===== config.mk =====
export PLATFORM = sky130hd
export DESIGN_NAME = dual_comparator_control
export DESIGN_NICKNAME = d
export VERILOG_FILES = /design/src/hdl/dual_comparator_control.v /design/src/hdl/result_sync.v /design/src/hdl/cmp_channel.v
export VERILOG_INCLUDE_DIRS = /design/src /design/src/hdl
export SDC_FILE = /design/constraint.sdc
export NUM_CORES = 1
export LEC_CHECK = 0
export BUFFER_PORTS_ARGS = -buffer_cell sky130_fd_sc_hd__clkbuf_2
export CAP_MARGIN = 20
export CORE_UTILIZATION = 55
export DETAILED_ROUTE_END_ITERATION = 7
export PLACE_DENSITY = 0.79
export REMOVE_ABC_BUFFERS = 1
export SKIP_LAST_GASP = 1
export SYNTH_ARGS = -nofsm -noshare
export SYNTH_HDL_FRONTEND = slang
export SYNTH_SLANG_ARGS = --single-unit

===== constraint.sdc =====
create_clock -name i_ref_clk -period 2.4 [get_ports i_ref_clk]
set_clock_uncertainty 0.1 [all_clocks]
set_input_delay 0.48 -clock i_ref_clk [delete_from_list [all_inputs] [get_ports i_ref_clk]]
set_output_delay 0.48 -clock i_ref_clk [all_outputs]
set_load 0.03 [all_outputs]

===== src/hdl/cmp_ctrl_defs.vh =====
`ifndef CMP_CTRL_DEFS_VH
`define CMP_CTRL_DEFS_VH
// ==========================================================================
// register map
`define ADDR_W          8
`define ADDR_CMP_ONE    8'hac
`define ADDR_CMP_TWO    8'had
// ==========================================================================
// control register fields
`define BIT_FLAG        0
`define BIT_SYNC        1
`define BIT_PIN_OE      2
`define BIT_NEG_SEL     3
`define BIT_POS_SEL     4
`define BIT_ENABLE      5
`define RSVD_READ       2'b00
`define CFG_RESET       4'h0
// ==========================================================================
// timing
`define SETTLE_NS       10000
`define CLK_PERIOD_NS   100
`define SETTLE_CYCLES   ((`SETTLE_NS + `CLK_PERIOD_NS - 1) / `CLK_PERIOD_NS)
`endif


===== src/hdl/dual_comparator_control.v =====
`include "cmp_ctrl_defs.vh"
module dual_comparator_control (
  input  wire                 i_ref_clk,
  input  wire                 i_rst_n,
  input  wire [`ADDR_W-1:0]   i_addr,
  input  wire [7:0]           i_wdata,
  input  wire                 i_wr,
  input  wire                 i_rd,
  output reg  [7:0]           o_rdata,
  input  wire                 i_pos_a_one,
  input  wire                 i_pos_b_one,
  input  wire                 i_pos_a_two,
  input  wire                 i_pos_b_two,
  input  wire                 i_ext_ref,
  input  wire                 i_int_ref,
  input  wire                 i_comparator_irq_enable,
  input  wire                 i_global_irq_enable,
  input  wire                 i_total_power_down,
  input  wire                 i_aux_power_down,
  output reg                  o_pin_one,
  output reg                  o_pin_two,
  output reg                  o_irq,
  output reg                  o_wake,
  output reg                  o_analog_power_on,
  output reg                  o_settled_one,
  output reg                  o_settled_two
);
  // ========================================================================
  // register state
  reg  [3:0] cfg_one;
  reg  [3:0] cfg_two;
  reg        en_one;
  reg        en_two;
  wire       act_one;
  wire       act_two;
  wire       sel_one;
  wire       sel_two;
  wire       wr_one;
  wire       wr_two;
  wire       rd_one;
  wire       rd_two;

  // channel results
  wire       pin_one;
  wire       pin_two;
  wire       sync_one;
  wire       sync_two;
  wire       flag_one;
  wire       flag_two;
  wire       clr_one;
  wire       clr_two;
  wire       settled_one;
  wire       settled_two;
  wire       any_flag;
  wire       any_active;
  wire [7:0] word_one;
  wire [7:0] word_two;

  // next values of the registered outputs
  reg  [7:0] next_rdata;
  reg        next_irq;
  reg        next_wake;
  reg        next_power_on;
  reg        next_pin_one;
  reg        next_pin_two;
  reg        next_settled_one;
  reg        next_settled_two;

  // ========================================================================
  // decoding helpers
  function hits;
    input [`ADDR_W-1:0] addr;
    input [`ADDR_W-1:0] target;
    begin
      hits = (addr == target);
    end
  endfunction

  // read layout: reserved, enable, pos, neg, pin oe, sync, flag
  function [7:0] pack;
    input       en;
    input [3:0] cfg;
    input       sync;
    input       flag;
    begin
      pack               = {`RSVD_READ, 6'h00};
      pack[`BIT_ENABLE]  = en;
      pack[`BIT_POS_SEL] = cfg[3];
      pack[`BIT_NEG_SEL] = cfg[2];
      pack[`BIT_PIN_OE]  = cfg[1];
      pack[`BIT_SYNC]    = sync;
      pack[`BIT_FLAG]    = flag;
    end
  endfunction

  // the sync slot of a stored cfg stays zero; the live result fills it
  function [3:0] cfg_of;
    input [7:0] wdata;
    begin
      cfg_of    = 4'h0;
      cfg_of[3] = wdata[`BIT_POS_SEL];
      cfg_of[2] = wdata[`BIT_NEG_SEL];
      cfg_of[1] = wdata[`BIT_PIN_OE];
    end
  endfunction

  // one-hot pick; anything else, unmapped included, reads zero
  function [7:0] read_mux;
    input       hit_one;
    input       hit_two;
    input [7:0] word_a;
    input [7:0] word_b;
    begin
      case ({hit_two, hit_one})
        2'b01:   read_mux = word_a;
        2'b10:   read_mux = word_b;
        default: read_mux = 8'h00;
      endcase
    end
  endfunction

  // bus strobes qualified by the address
  assign sel_one = hits(i_addr, `ADDR_CMP_ONE);
  assign sel_two = hits(i_addr, `ADDR_CMP_TWO);
  assign wr_one  = i_wr & sel_one;
  assign wr_two  = i_wr & sel_two;
  assign rd_one  = i_rd & sel_one;
  assign rd_two  = i_rd & sel_two;

  // total power-down forces both comparators off
  assign act_one    = en_one & ~i_total_power_down;
  assign act_two    = en_two & ~i_total_power_down;
  assign any_active = act_one | act_two;

  // writing a zero to the flag clears it; writing one leaves it alone
  assign clr_one  = wr_one & ~i_wdata[`BIT_FLAG];
  assign clr_two  = wr_two & ~i_wdata[`BIT_FLAG];
  assign any_flag = flag_one | flag_two;

  // read words, built whole so the read mux only picks one
  assign word_one = pack(en_one, cfg_one, sync_one, flag_one);
  assign word_two = pack(en_two, cfg_two, sync_two, flag_two);

  // ========================================================================
  // register writes: reserved bits 7 and 6 are never stored; each field
  // group has its own process so a write to one register never disturbs
  // the other
  always @(posedge i_ref_clk or negedge i_rst_n) begin
    if (!i_rst_n) begin
      cfg_one <= `CFG_RESET;
    end else if (wr_one) begin
      cfg_one <= cfg_of(i_wdata);
    end
  end

  always @(posedge i_ref_clk or negedge i_rst_n) begin
    if (!i_rst_n) begin
      en_one <= 1'b0;
    end else if (wr_one) begin
      en_one <= i_wdata[`BIT_ENABLE];
    end
  end

  always @(posedge i_ref_clk or negedge i_rst_n) begin
    if (!i_rst_n) begin
      cfg_two <= `CFG_RESET;
    end else if (wr_two) begin
      cfg_two <= cfg_of(i_wdata);
    end
  end

  always @(posedge i_ref_clk or negedge i_rst_n) begin
    if (!i_rst_n) begin
      en_two <= 1'b0;
    end else if (wr_two) begin
      en_two <= i_wdata[`BIT_ENABLE];
    end
  end

  // ========================================================================
  // channels; the sync bit slot in cfg is unused by the channel
  cmp_channel u_one (
    .i_ref_clk    (i_ref_clk),
    .i_rst_n      (i_rst_n),
    .i_cfg        ({cfg_one[3:1], 1'b0}),
    .i_enable     (act_one),
    .i_pos_a      (i_pos_a_one),
    .i_pos_b      (i_pos_b_one),
    .i_ext_ref    (i_ext_ref),
    .i_int_ref    (i_int_ref),
    .i_flag_clear (clr_one),
    .o_raw        (),
    .o_pin        (pin_one),
    .o_sync       (sync_one),
    .o_flag       (flag_one),
    .o_settled    (settled_one)
  );

  cmp_channel u_two (
    .i_ref_clk    (i_ref_clk),
    .i_rst_n      (i_rst_n),
    .i_cfg        ({cfg_two[3:1], 1'b0}),
    .i_enable     (act_two),
    .i_pos_a      (i_pos_a_two),
    .i_pos_b      (i_pos_b_two),
    .i_ext_ref    (i_ext_ref),
    .i_int_ref    (i_int_ref),
    .i_flag_clear (clr_two),
    .o_raw        (),
    .o_pin        (pin_two),
    .o_sync       (sync_two),
    .o_flag       (flag_two),
    .o_settled    (settled_two)
  );

  // ========================================================================
  // next values
  // reads of an unmapped address return zero
  always @* begin
    next_rdata = read_mux(rd_one, rd_two, word_one, word_two);
  end

  // raw result to the pin, gated by enable and pin oe in the channel
  always @* begin
    next_pin_one = pin_one;
    next_pin_two = pin_two;
  end

  // shared request needs both enables and either flag
  always @* begin
    next_irq = i_comparator_irq_enable & i_global_irq_enable
               & any_flag;
  end

  // wake ignores the global enable but never fires in total power-down
  always @* begin
    next_wake = i_comparator_irq_enable & any_flag
                & ~i_total_power_down;
  end

  // outside total power-down, analog is powered while any comparator is on or aux bit is clear
  always @* begin
    next_power_on = ~i_total_power_down
                    & (any_active | ~i_aux_power_down);
  end

  // settled only reports; the flag is never masked meanwhile
  always @* begin
    next_settled_one = settled_one;
    next_settled_two = settled_two;
  end

  // ========================================================================
  // outputs, all registered; the pin adds one flop of delay to the raw
  // result, traded for the registered-output house style
  // read data stands one cycle, then returns to zero
  always @(posedge i_ref_clk or negedge i_rst_n) begin
    if (!i_rst_n) begin
      o_rdata <= 8'h00;
    end else begin
      o_rdata <= next_rdata;
    end
  end

  always @(posedge i_ref_clk or negedge i_rst_n) begin
    if (!i_rst_n) begin
      o_pin_one <= 1'b0;
    end else begin
      o_pin_one <= next_pin_one;
    end
  end

  always @(posedge i_ref_clk or negedge i_rst_n) begin
    if (!i_rst_n) begin
      o_pin_two <= 1'b0;
    end else begin
      o_pin_two <= next_pin_two;
    end
  end

  always @(posedge i_ref_clk or negedge i_rst_n) begin
    if (!i_rst_n) begin
      o_irq <= 1'b0;
    end else begin
      o_irq <= next_irq;
    end
  end

  always @(posedge i_ref_clk or negedge i_rst_n) begin
    if (!i_rst_n) begin
      o_wake <= 1'b0;
    end else begin
      o_wake <= next_wake;
    end
  end

  always @(posedge i_ref_clk or negedge i_rst_n) begin
    if (!i_rst_n) begin
      o_analog_power_on <= 1'b0;
    end else begin
      o_analog_power_on <= next_power_on;
    end
  end

  always @(posedge i_ref_clk or negedge i_rst_n) begin
    if (!i_rst_n) begin
      o_settled_one <= 1'b0;
    end else begin
      o_settled_one <= next_settled_one;
    end
  end

  always @(posedge i_ref_clk or negedge i_rst_n) begin
    if (!i_rst_n) begin
      o_settled_two <= 1'b0;
    end else begin
      o_settled_two <= next_settled_two;
    end
  end
endmodule


===== src/hdl/result_sync.v =====
`include "cmp_ctrl_defs.vh"
// ==========================================================================
// three-stage synchroniser; a change counts when stages two and three agree
module result_sync (
  input  wire i_ref_clk,
  input  wire i_rst_n,
  input  wire i_async,
  output reg  o_sync
);
  reg meta;
  reg stage2;
  reg stage3;

  // reset value 1 matches a disabled comparator's forced-high result
  always @(posedge i_ref_clk or negedge i_rst_n) begin
    if (!i_rst_n) begin
      meta   <= 1'b1;
      stage2 <= 1'b1;
      stage3 <= 1'b1;
      o_sync <= 1'b1;
    end else begin
      meta   <= i_async;
      stage2 <= meta;
      stage3 <= stage2;
      if (stage2 == stage3) begin
        o_sync <= stage3;
      end
    end
  end
endmodule


===== src/hdl/cmp_channel.v =====
`include "cmp_ctrl_defs.vh"
// ==========================================================================
// one comparator's digital side: input select, forced-high, pin mux, flag
module cmp_channel (
  input  wire       i_ref_clk,
  input  wire       i_rst_n,
  input  wire [3:0] i_cfg,
  input  wire       i_enable,
  input  wire       i_pos_a,
  input  wire       i_pos_b,
  input  wire       i_ext_ref,
  input  wire       i_int_ref,
  input  wire       i_flag_clear,
  output wire       o_raw,
  output wire       o_pin,
  output wire       o_sync,
  output reg        o_flag,
  output reg        o_settled
);
  localparam integer SETTLE_I = `SETTLE_CYCLES;
  localparam [13:0]  SETTLE   = SETTLE_I[13:0];
  wire pos_pin;
  wire neg_pin;
  wire synced;
  reg  sync_d;
  reg  [13:0] settle_cnt;

  // the analog core's decision is modelled as which selected input is high
  assign pos_pin = i_cfg[`BIT_POS_SEL - 1] ? i_pos_b : i_pos_a;
  assign neg_pin = i_cfg[`BIT_NEG_SEL - 1] ? i_int_ref : i_ext_ref;
  // a disabled comparator reads high
  assign o_raw = i_enable ? (pos_pin & ~neg_pin) : 1'b1;
  // raw result, not synchronised; pin is asynchronous to the cpu clock
  assign o_pin = i_enable & i_cfg[`BIT_PIN_OE - 1] & o_raw;

  result_sync u_sync (
    .i_ref_clk (i_ref_clk),
    .i_rst_n   (i_rst_n),
    .i_async   (o_raw),
    .o_sync    (synced)
  );
  assign o_sync = synced;

  always @(posedge i_ref_clk or negedge i_rst_n) begin
    if (!i_rst_n) begin
      sync_d     <= 1'b1;
      o_flag     <= 1'b0;
      settle_cnt <= 14'h0000;
      o_settled  <= 1'b0;
    end else begin
      sync_d <= synced;
      if (sync_d != synced) begin
        o_flag <= 1'b1;
      end else if (i_flag_clear) begin
        o_flag <= 1'b0;
      end
      // settling indicator only; the flag is not masked meanwhile
      if (!i_enable) begin
        settle_cnt <= 14'h0000;
        o_settled  <= 1'b0;
      end else if (settle_cnt < SETTLE) begin
        settle_cnt <= settle_cnt + 14'h0001;
      end else begin
        o_settled <= 1'b1;
      end
    end
  end
endmodule


==> summary.txt, run 1 <==
CTS Buffer Depth: 2
post-route cell area: 0.00302 mm^2
Final Max Slew Viols: 0
initial drt markers: 79
ant diodes: 0
H-tree depth: 3
Slew HR: 56.8%
HPWL after DPL: 3.13 mm
Vias: 1,706
CP Max Fanout: 9
Die ar.: 0.00497 mm^2
worst vdd ir: 359 uV
Initial Util: 58.1%
Worst EP arrival: 2030 ps
Seq/Total Area, Yosys: 61.5%
Ys Warns: 0
Post-DRT Antenna Nets: 0
crit path cell chain: o311ai_4, nand3_4, or4_1, a21oi_1
wire per inst: 14.6 um
P per Cell Area: 663 mW/mm^2
status: complete, but fails checks
first-pass GRT wire length: 7.98 mm
Non-Filler Instances: 309
CORE AREA: 0.00444 mm^2
vias in the first global route: 1,718
CTS resizes: 0
Max Cap Violations: 0
grt ovf: 0
Root Driver: clkbuf_8
Synth Register Bits: 63
worst hold path class: in -> async
worst path required time: 2550 ps
CTS tree: built
startpoint types: register
nature of the critical path endpoint: register
P&R area growth vs syn: 17.1%
TritonCTS buffer count: 9
row count: 24
Layout fillers: 341
Clock Latency Late Sink: 330 ps
total I/O pin count: 45
# clock sinks: 63
setup TNS: 0 ps
fmax: 531 MHz
Overall Power: 2.01 mW
critical path class: reg -> reg
CP delay by family, top: simple AND/OR/NAND/NOR gates
placed inst area: 0.00284 mm^2
pin count of the biggest net entering global routing: 64
Die Wd: 70.5 um
Detailed Routing Iterations Pass 1: 6
Tot GR Track Use: 21.5%
Worst Path Buf+Inv: 0
# DRC: 2
cell area after synthesis: 0.00258 mm^2
Placed Cells: 293
postcts setup bufs: 0
Vias/cell: 5.52
Die Y: 70.5 um
hold_buf cts: 0
failing checks: design-rule violations
period utilization: 78.5%
final wirelength: 4.51 mm
RSZ-0062 raised after global routing: no
Hold Violations, Final: 0
fin nets: 286
initial antenna violation count: 0
Pleak: 1.43 nW
worst hold slack: 57.6 ps
slowest stage delay, CP: 540 ps
Least-Margin Pin Slew: 647 ps
post-synth cell types: 36
Avg Inst Size Synth: 12.7 um^2
routability cong.: 0.753
slowest cell on the critical path: or4_1
layout cell share with drive strength beyond 1: 27.2%
Port Buffer Count: 39
# setup viols final: 0
crit path time final: 1880 ps
Worst-path clk slew: 60 ps
synthesized instance count: 204
[cell usage in the layout, fill, tap and decap left out, drive strengths merged, types with 3 or more instances in the layout]
cell / instances
nand3: 6
dfrtp: 53
nand2: 11
dfstp: 10
clkbuf: 55
inv: 5
mux2i: 4
xor2: 4
nand4: 5
o31ai: 5
or4: 3
and2: 14
xnor2: 3
nor2b: 4
nor2: 21
ha: 4
a22oi: 6
nor4: 3
nor3: 4
mux2: 10
a21oi: 6
o21ai: 6
[per-stage QoR]
stage               worst slack, ps  utilization, %
global placement                423            64.0
floorplan                       669               -
global route                    383            68.0
CTS                             525            68.0
detailed placement              393            64.0
finish                          517            68.0
[sequential cells by signal (all words and copies together) (netlist names), 3 cells and up]
register          cells
u_one.settle_cnt     14
u_two.settle_cnt     14
o_rdata               6
cfg_one               3
cfg_two               3
[logic make-up (layout without fill, tap and decap cells)]
group,Yosys count,in the layout,synth area share [%]
buffers and inverters,9,61,1.60
and+or+nand+nor,78,78,17.9
adders and majority gates,6,6,2.71
muxes,14,14,5.91
AOI/OAI and AO/OA,26,26,7.85
DFF,63,63,61.5
xor gates and xnor gates,7,7,2.37
other,1,2,0.145
[cell usage after synthesis]
master / n / area [um^2]
o311ai_4: 2 / 52.6
nand3_1: 4 / 20.0
xor2_1: 4 / 35.0
nor2b_1: 4 / 25.0
xnor2_1: 3 / 26.3
nand3_4: 2 / 35.0
maj3_1: 2 / 20.0
o21ai_1: 5 / 25.0
nand2_1: 11 / 41.3
mux2_1: 8 / 90.1
inv_1: 5 / 18.8
and4b_1: 1 / 10.0
o21a_1: 1 / 7.51
clkbuf_1: 2 / 7.51
nor4_1: 1 / 6.26
o31ai_1: 5 / 37.5
nand2b_1: 2 / 12.5
nor4bb_1: 1 / 10.0
mux2i_1: 4 / 40.0
a21oi_1: 6 / 30.0
mux2_2: 2 / 22.5
or4_1: 3 / 22.5
and3_1: 1 / 6.26
nor3_1: 4 / 20.0
or3_1: 2 / 12.5
nand4_1: 5 / 31.3
dfrtp_1: 53 / 1330
ha_1: 4 / 50.1
a22oi_1: 6 / 45.0
and2_1: 14 / 87.6
dfstp_2: 10 / 263
nor2_1: 21 / 78.8
buf_4: 2 / 15.0
nor4_4: 2 / 42.5
o21ai_0: 1 / 5.00
conb_1: 1 / 3.75
[per-layer routing]
layer	share of wire (%)	vias to the layer above	global-route usage, %
met5	0	-	0
met1	47	857	28.0
met4	1.7	0	12.2
met3	3.5	7	5.34
met2	48	33	33.3
li1	-	809	-
[power by group]
part | internal (mW) | switching (mW)
clock network | 0.462 | 0.367
logic | 0.0340 | 0.0533
registers | 1.08 | 0.0103
[final cells by class]
type	instances	area, um^2	share of cell area [%]
tap	52	65.1	2.15
multi-input combinational	133	956	31.6
inverter	5	18.8	0.621
timing repair buffer	40	215	7.12
clock buffer	16	180	5.96
sequential	63	1590	52.5
[worst register-to-register path, cell delays in order, from the launching register on]
cell and delay [ps]:
dfrtp_1 460, o311ai_4 360, nand3_4 190, or4_1 540
a21oi_1 160
[path summary, 6_finish.rpt]
| kind | end | slack (ps) | depth (start not counted) | from |
|---|---|---|---|---|
| worst max-delay path | u_two.settle_cnt[5]$_DFFE_PN0P_ | 520 | 4 | u_two.settle_cnt[2]$_DFFE_PN0P_ |
| worst min-delay path | u_one.settle_cnt[4]$_DFFE_PN0P_ | 60 | 2 | i_rst_n |
| worst max register to register | u_two.settle_cnt[5]$_DFFE_PN0P_ | 520 | 4 | u_two.settle_cnt[2]$_DFFE_PN0P_ |
| worst min register to register | u_one.u_sync.stage2$_DFF_PN1_ | 260 | 0 | u_one.u_sync.meta$_DFF_PN1_ |
| max in group asynchronous | u_one.sync_d$_DFF_PN1_ | 1840 | 2 | i_rst_n |
| min in group i_ref_clk | o_analog_power_on$_DFF_PN0_ | 220 | 2 | i_aux_power_down |
(Power assumes the default switching activity.)
==> inputs of run 2 (changes only) <==
clock period = 2 ns   (was 2.4 ns; I/O delays follow)
==> run 2 against run 1 <==
Net effect:
- the run still ends with design-rule violations left
- count of clock-buffer cells in the layout decreased by 2
- flip-flop and latch count is the same
- worst setup slack got worse by 370 ps
- power increased by 35%
- design area up 3.6%
- register-to-register slack got worse by 370 ps
- hold slack improved by 64 ps
- utilization rose by 2.5 points
- sequential power is 20% higher
- wire length is 1.4% lower
- cell count grew 1.9%
- non-clock buffer count increased by 6
- critical path type unchanged
- largest power group unchanged
- highest routed layer unchanged
==> summary.txt, run 2 (same netlist as run 1, synthesis figures left out) <==
worst path required time: 2160 ps
Overall Power: 2.71 mW
failing checks: design-rule violations
combined area of the multi-input logic cells: 956 um^2
status: complete, but fails checks
Layout fillers: 318
NetSw: 0.539 mW
row count: 24
RSZ-0062 raised after global routing: no
clock network fraction of design power: 48.0%
WHS Path Cells: 2
Initial Util: 58.1%
dpl ws: 117 ps
FF+latch area: 0.00159 mm^2
Detailed Routing Iterations Pass 1: 6
initial drt markers: 88
ant diodes: 0
first-pass GRT wire length: 7.51 mm
Die Y: 70.5 um
worst hold path class: in -> reg
Hold Violations, Final: 0
grt ovf: 0
CP Max Fanout: 8
Logic pwr share: 4.0%
setup TNS: 0 ps
slowest cell on the critical path: or4_1
slowest stage delay, CP: 500 ps
worst vdd ir: 450 uV
Vias/cell: 5.34
# clock sinks: 63
Int Power: 2.18 mW
startpoint types: register
P&R area growth vs syn: 21.4%
period utilization: 92.7%
Post-DRT Antenna Nets: 0
pin count of the biggest net entering global routing: 64
CTS tree: built
postcts setup bufs: 0
hold_buf cts: 1
Vias: 1,681
top flop regs: u_one.settle_cnt (14), u_two.settle_cnt (14), o_rdata (6)
Tot GR Track Use: 20.6%
Port Buffer Count: 39
highest-count cells in the layout ignoring fill and taps: dfrtp_1 (53), clkbuf_2 (39), nor2_1 (21)
routability cong.: 0.777
switch share: 19.9%
Pleak: 1.50 nW
layout cell share with drive strength beyond 1: 29.7%
Max Cap Violations: 0
wire per inst: 14.1 um
most common cell after layout, fill and taps aside: dfrtp_1
fmax: 540 MHz
H-tree depth: 3
initial antenna violation count: 0
Worst Path Buf+Inv: 0
sequential share of power: 48.1%
Worst-path clk slew: 70 ps
crit path time final: 1850 ps
Worst EP arrival: 2020 ps
fin worst setup slack: 147 ps
Clock Latency Late Sink: 340 ps
fin nets: 292
Die ar.: 0.00497 mm^2
CORE AREA: 0.00444 mm^2
crit path cell chain: o311ai_4, nand3_4, or4_1, a21oi_1
# DRC: 2
total I/O pin count: 45
HPWL after DPL: 3.00 mm
critical path class: reg -> reg
vias in the first global route: 1,662
TritonCTS buffer count: 9
Root Driver: clkbuf_8
nature of the critical path endpoint: register
# setup viols final: 0
Final Max Slew Viols: 0
CTS resizes: 0
Worst path depth: 4
final wirelength: 4.44 mm
Reg2Reg Depth: 4
Die Wd: 70.5 um
P per Cell Area: 866 mW/mm^2
CTS Buffer Depth: 2
CP delay by family, top: simple AND/OR/NAND/NOR gates
## run 2: cell count changes in the layout (fill, tap and decap cells not counted), sizes merged
cell / previous run / this run
dlygate4sd3: 0 / 1
bufinv: 0 / 2
buf: 1 / 6
clkbuf: 55 / 53
## run 2: cell type report
| type | instances | share of cell area, % |
|---|---|---|
| Timing Repair Buffer | 46 | 8.38 |
| Clock inverter | 2 | 1.92 |
| Clock buffer | 14 | 5.83 |
| Inverter | 5 | 0.599 |
| Sequential cell | 63 | 50.7 |
| Tap cell | 52 | 2.08 |
| Multi-Input combinational cell | 133 | 30.5 |
## run 2: worst paths after layout
path	start	endpoint	slack (ps)
hold / removal	i_aux_power_down	o_analog_power_on$_DFF_PN0_	120
min in group asynchronous	i_rst_n	u_one.settle_cnt[2]$_DFFE_PN0P_	520
hold reg to reg	u_one.u_sync.meta$_DFF_PN1_	u_one.u_sync.stage2$_DFF_PN1_	260
max in group asynchronous	i_rst_n	u_one.u_sync.stage3$_DFF_PN1_	980
setup / recovery	u_one.settle_cnt[4]$_DFFE_PN0P_	u_one.settle_cnt[5]$_DFFE_PN0P_	150
setup reg to reg	u_one.settle_cnt[4]$_DFFE_PN0P_	u_one.settle_cnt[5]$_DFFE_PN0P_	150
## run 2: power groups by stage
stage                     Combinational [mW]  Clock (mW)  Sequential (mW)
after floorplan                       0.0332           0             1.33
after global placement                 0.107           0             1.33
after detailed placement               0.109           0             1.33
after CTS                              0.111        1.32             1.30
after global routing                   0.123        1.38             1.31
final                                  0.107        1.30             1.31
## run 2: through the flow
step	instances	utilization (%)	area (um^2)	hold WS, ps
after floorplan	201	-	2560	4.41
after global placement	298	64.8	2880	246
after detailed placement	298	64.8	2880	247
after CTS	315	70.5	3130	110
after global routing	315	70.5	3130	120
final	315	70.5	3130	122
## run 2: routing by layer
layer | GRT usage, % | share of wire, % | wire, um | vias up
li1 | - | - | - | 818
met4 | 11.1 | 1.6 | 72 | 0
met5 | 0 | 0 | 0 | -
met3 | 7.79 | 5.1 | 226 | 7
met2 | 30.9 | 47 | 2100 | 40
met1 | 26.1 | 46 | 2040 | 816
==> inputs of run 3 (changes only) <==
BUFFER_PORTS_ARGS = not set   (was -buffer_cell sky130_fd_sc_hd__clkbuf_2)
DONT_BUFFER_PORTS = 1   (was not set)
GPL_TIMING_DRIVEN = 0   (was not set)
PLACE_DENSITY = 0.7   (was 0.79)
==> run 3 against run 2 <==
Net effect:
- the flow now finishes without violations
- first-iteration DRC count up 9.1%
- count of clock-buffer cells in the layout up 2
- worst setup slack worse by 49 ps
- largest cell class unchanged
- flip-flop and latch count unchanged
- global-route usage about the same
==> summary.txt, run 3 (same netlist as run 1, synthesis figures left out) <==
Detailed Routing Iterations Pass 1: 4
final wirelength: 4.36 mm
Root Driver: clkbuf_8
Port Buffer Count: 0
worst hold slack: 41.0 ps
highest-count cells in the layout ignoring fill and taps: dfrtp_1 (53), nor2_1 (21), and2_1 (14)
P per Cell Area: 819 mW/mm^2
RSZ-0062 raised after global routing: no
met3 Use GR: 6.78%
status: completed
pin count of the biggest net entering global routing: 64
Max Cap Violations: 0
worst hold path class: in -> reg
gr busiest metal: met2
Overall Power: 2.32 mW
Initial Util: 58.1%
Post-DRT Antenna Nets: 0
# DRC: 0
Die Wd: 70.5 um
initial antenna violation count: 0
startpoint types: register
initial drt markers: 96
Tot GR Track Use: 20.6%
top flop regs: u_one.settle_cnt (14), u_two.settle_cnt (14), o_rdata (6)
fmax: 526 MHz
# setup viols final: 0
setup TNS: 0 ps
nature of the critical path endpoint: register
ant diodes: 0
CORE AREA: 0.00444 mm^2
Hold Violations, Final: 0
row count: 24
CTS tree: built
# clock sinks: 63
worst path required time: 2140 ps
Pleak: 1.27 nW
Final Max Slew Viols: 0
H-tree depth: 3
CTS resizes: 0
worst vdd ir: 627 uV
critical path class: reg -> reg
met2 Use GR: 32.4%
HPWL after DPL: 3.04 mm
CTS Buffer Depth: 2
vias in the first global route: 1,714
register-to-register setup slack: 100 ps
most common cell after layout, fill and taps aside: dfrtp_1
total I/O pin count: 45
period utilization: 95.1%
Vias/cell: 5.94
Least-Margin Pin Slew: 630 ps
crit path time final: 1900 ps
first-pass GRT wire length: 7.68 mm
grt ovf: 0
Worst-path clk slew: 60 ps
GRT met1 Usage: 25.1%
Placed Cells: 253
Non-Filler Instances: 271
Clock Latency Late Sink: 320 ps
Die Y: 70.5 um
Worst EP arrival: 2040 ps
CP Max Fanout: 8
layout cell share with drive strength beyond 1: 13.7%
TritonCTS buffer count: 9
routability cong.: 0.733
Die ar.: 0.00497 mm^2
Vias: 1,609
P&R area growth vs syn: 9.84%
Slew HR: 57.9%
wire per inst: 16.1 um
fin nets: 248
[run 3: cell types whose count changed in the layout (fill, tap and decap cells not counted), sizes merged]
cell / change
buf: -5
bufinv: -2
clkbuf: -37
[run 3: per-layer routing]
| layer | vias up | part of all wire, % |
|---|---|---|
| li1 | 732 | - |
| met4 | 0 | 2.4 |
| met3 | 11 | 6.1 |
| met2 | 55 | 50 |
| met1 | 811 | 41 |
| met5 | - | 0 |
[run 3: metrics by stage]
stage	instance area, um^2	setup slack, ps	utilization [%]
6_report	2840	97.1	63.8
5_1_grt	2840	53.7	63.8
4_1_cts	2840	105	63.8
3_5_place_dp	2630	92.7	59.1
3_3_place_gp	2630	180	59.1
2_1_floorplan	2560	293	-
[run 3: timing repair]
item,4_1_cts,5_1_grt
setup buffers,0,0
hold buffers,2,0
hold endpoints to repair,63,0
[run 3: critical path: stages, from the launching register on]
cell and delay [ps]:
dfrtp_1 450, o311ai_4 390, nand3_4 180, or4_1 510, a21oi_1 190
[run 3: worst paths after layout]
kind,start,endpoint,depth (start not counted)
min in group asynchronous,i_rst_n,u_two.o_settled$_DFFE_PN0P_,2
max in group asynchronous,i_rst_n,u_two.u_sync.stage2$_DFF_PN1_,2
worst min register to register,u_one.u_sync.meta$_DFF_PN1_,u_one.u_sync.stage2$_DFF_PN1_,0
worst max-delay path,u_one.settle_cnt[4]$_DFFE_PN0P_,u_one.settle_cnt[4]$_DFFE_PN0P_,4
worst max register to register,u_one.settle_cnt[4]$_DFFE_PN0P_,u_one.settle_cnt[4]$_DFFE_PN0P_,4
worst min-delay path,i_total_power_down,o_wake$_DFF_PN0_,1
[run 3: report_power, final]
| part | internal, mW | switching (mW) | total, mW |
|---|---|---|---|
| logic | 0.0242 | 0.0459 | 0.0701 |
| registers | 1.29 | 0.0184 | 1.31 |
| clock network | 0.521 | 0.421 | 0.942 |
[run 3: layout make-up]
cell class / count / area, um^2
Fill cell: 351 / 1610
Multi-Input combinational cell: 133 / 956
Timing Repair Buffer: 2 / 37.5
Tap cell: 52 / 65.1
Sequential cell: 63 / 1590
Inverter: 5 / 18.8
Clock buffer: 16 / 170
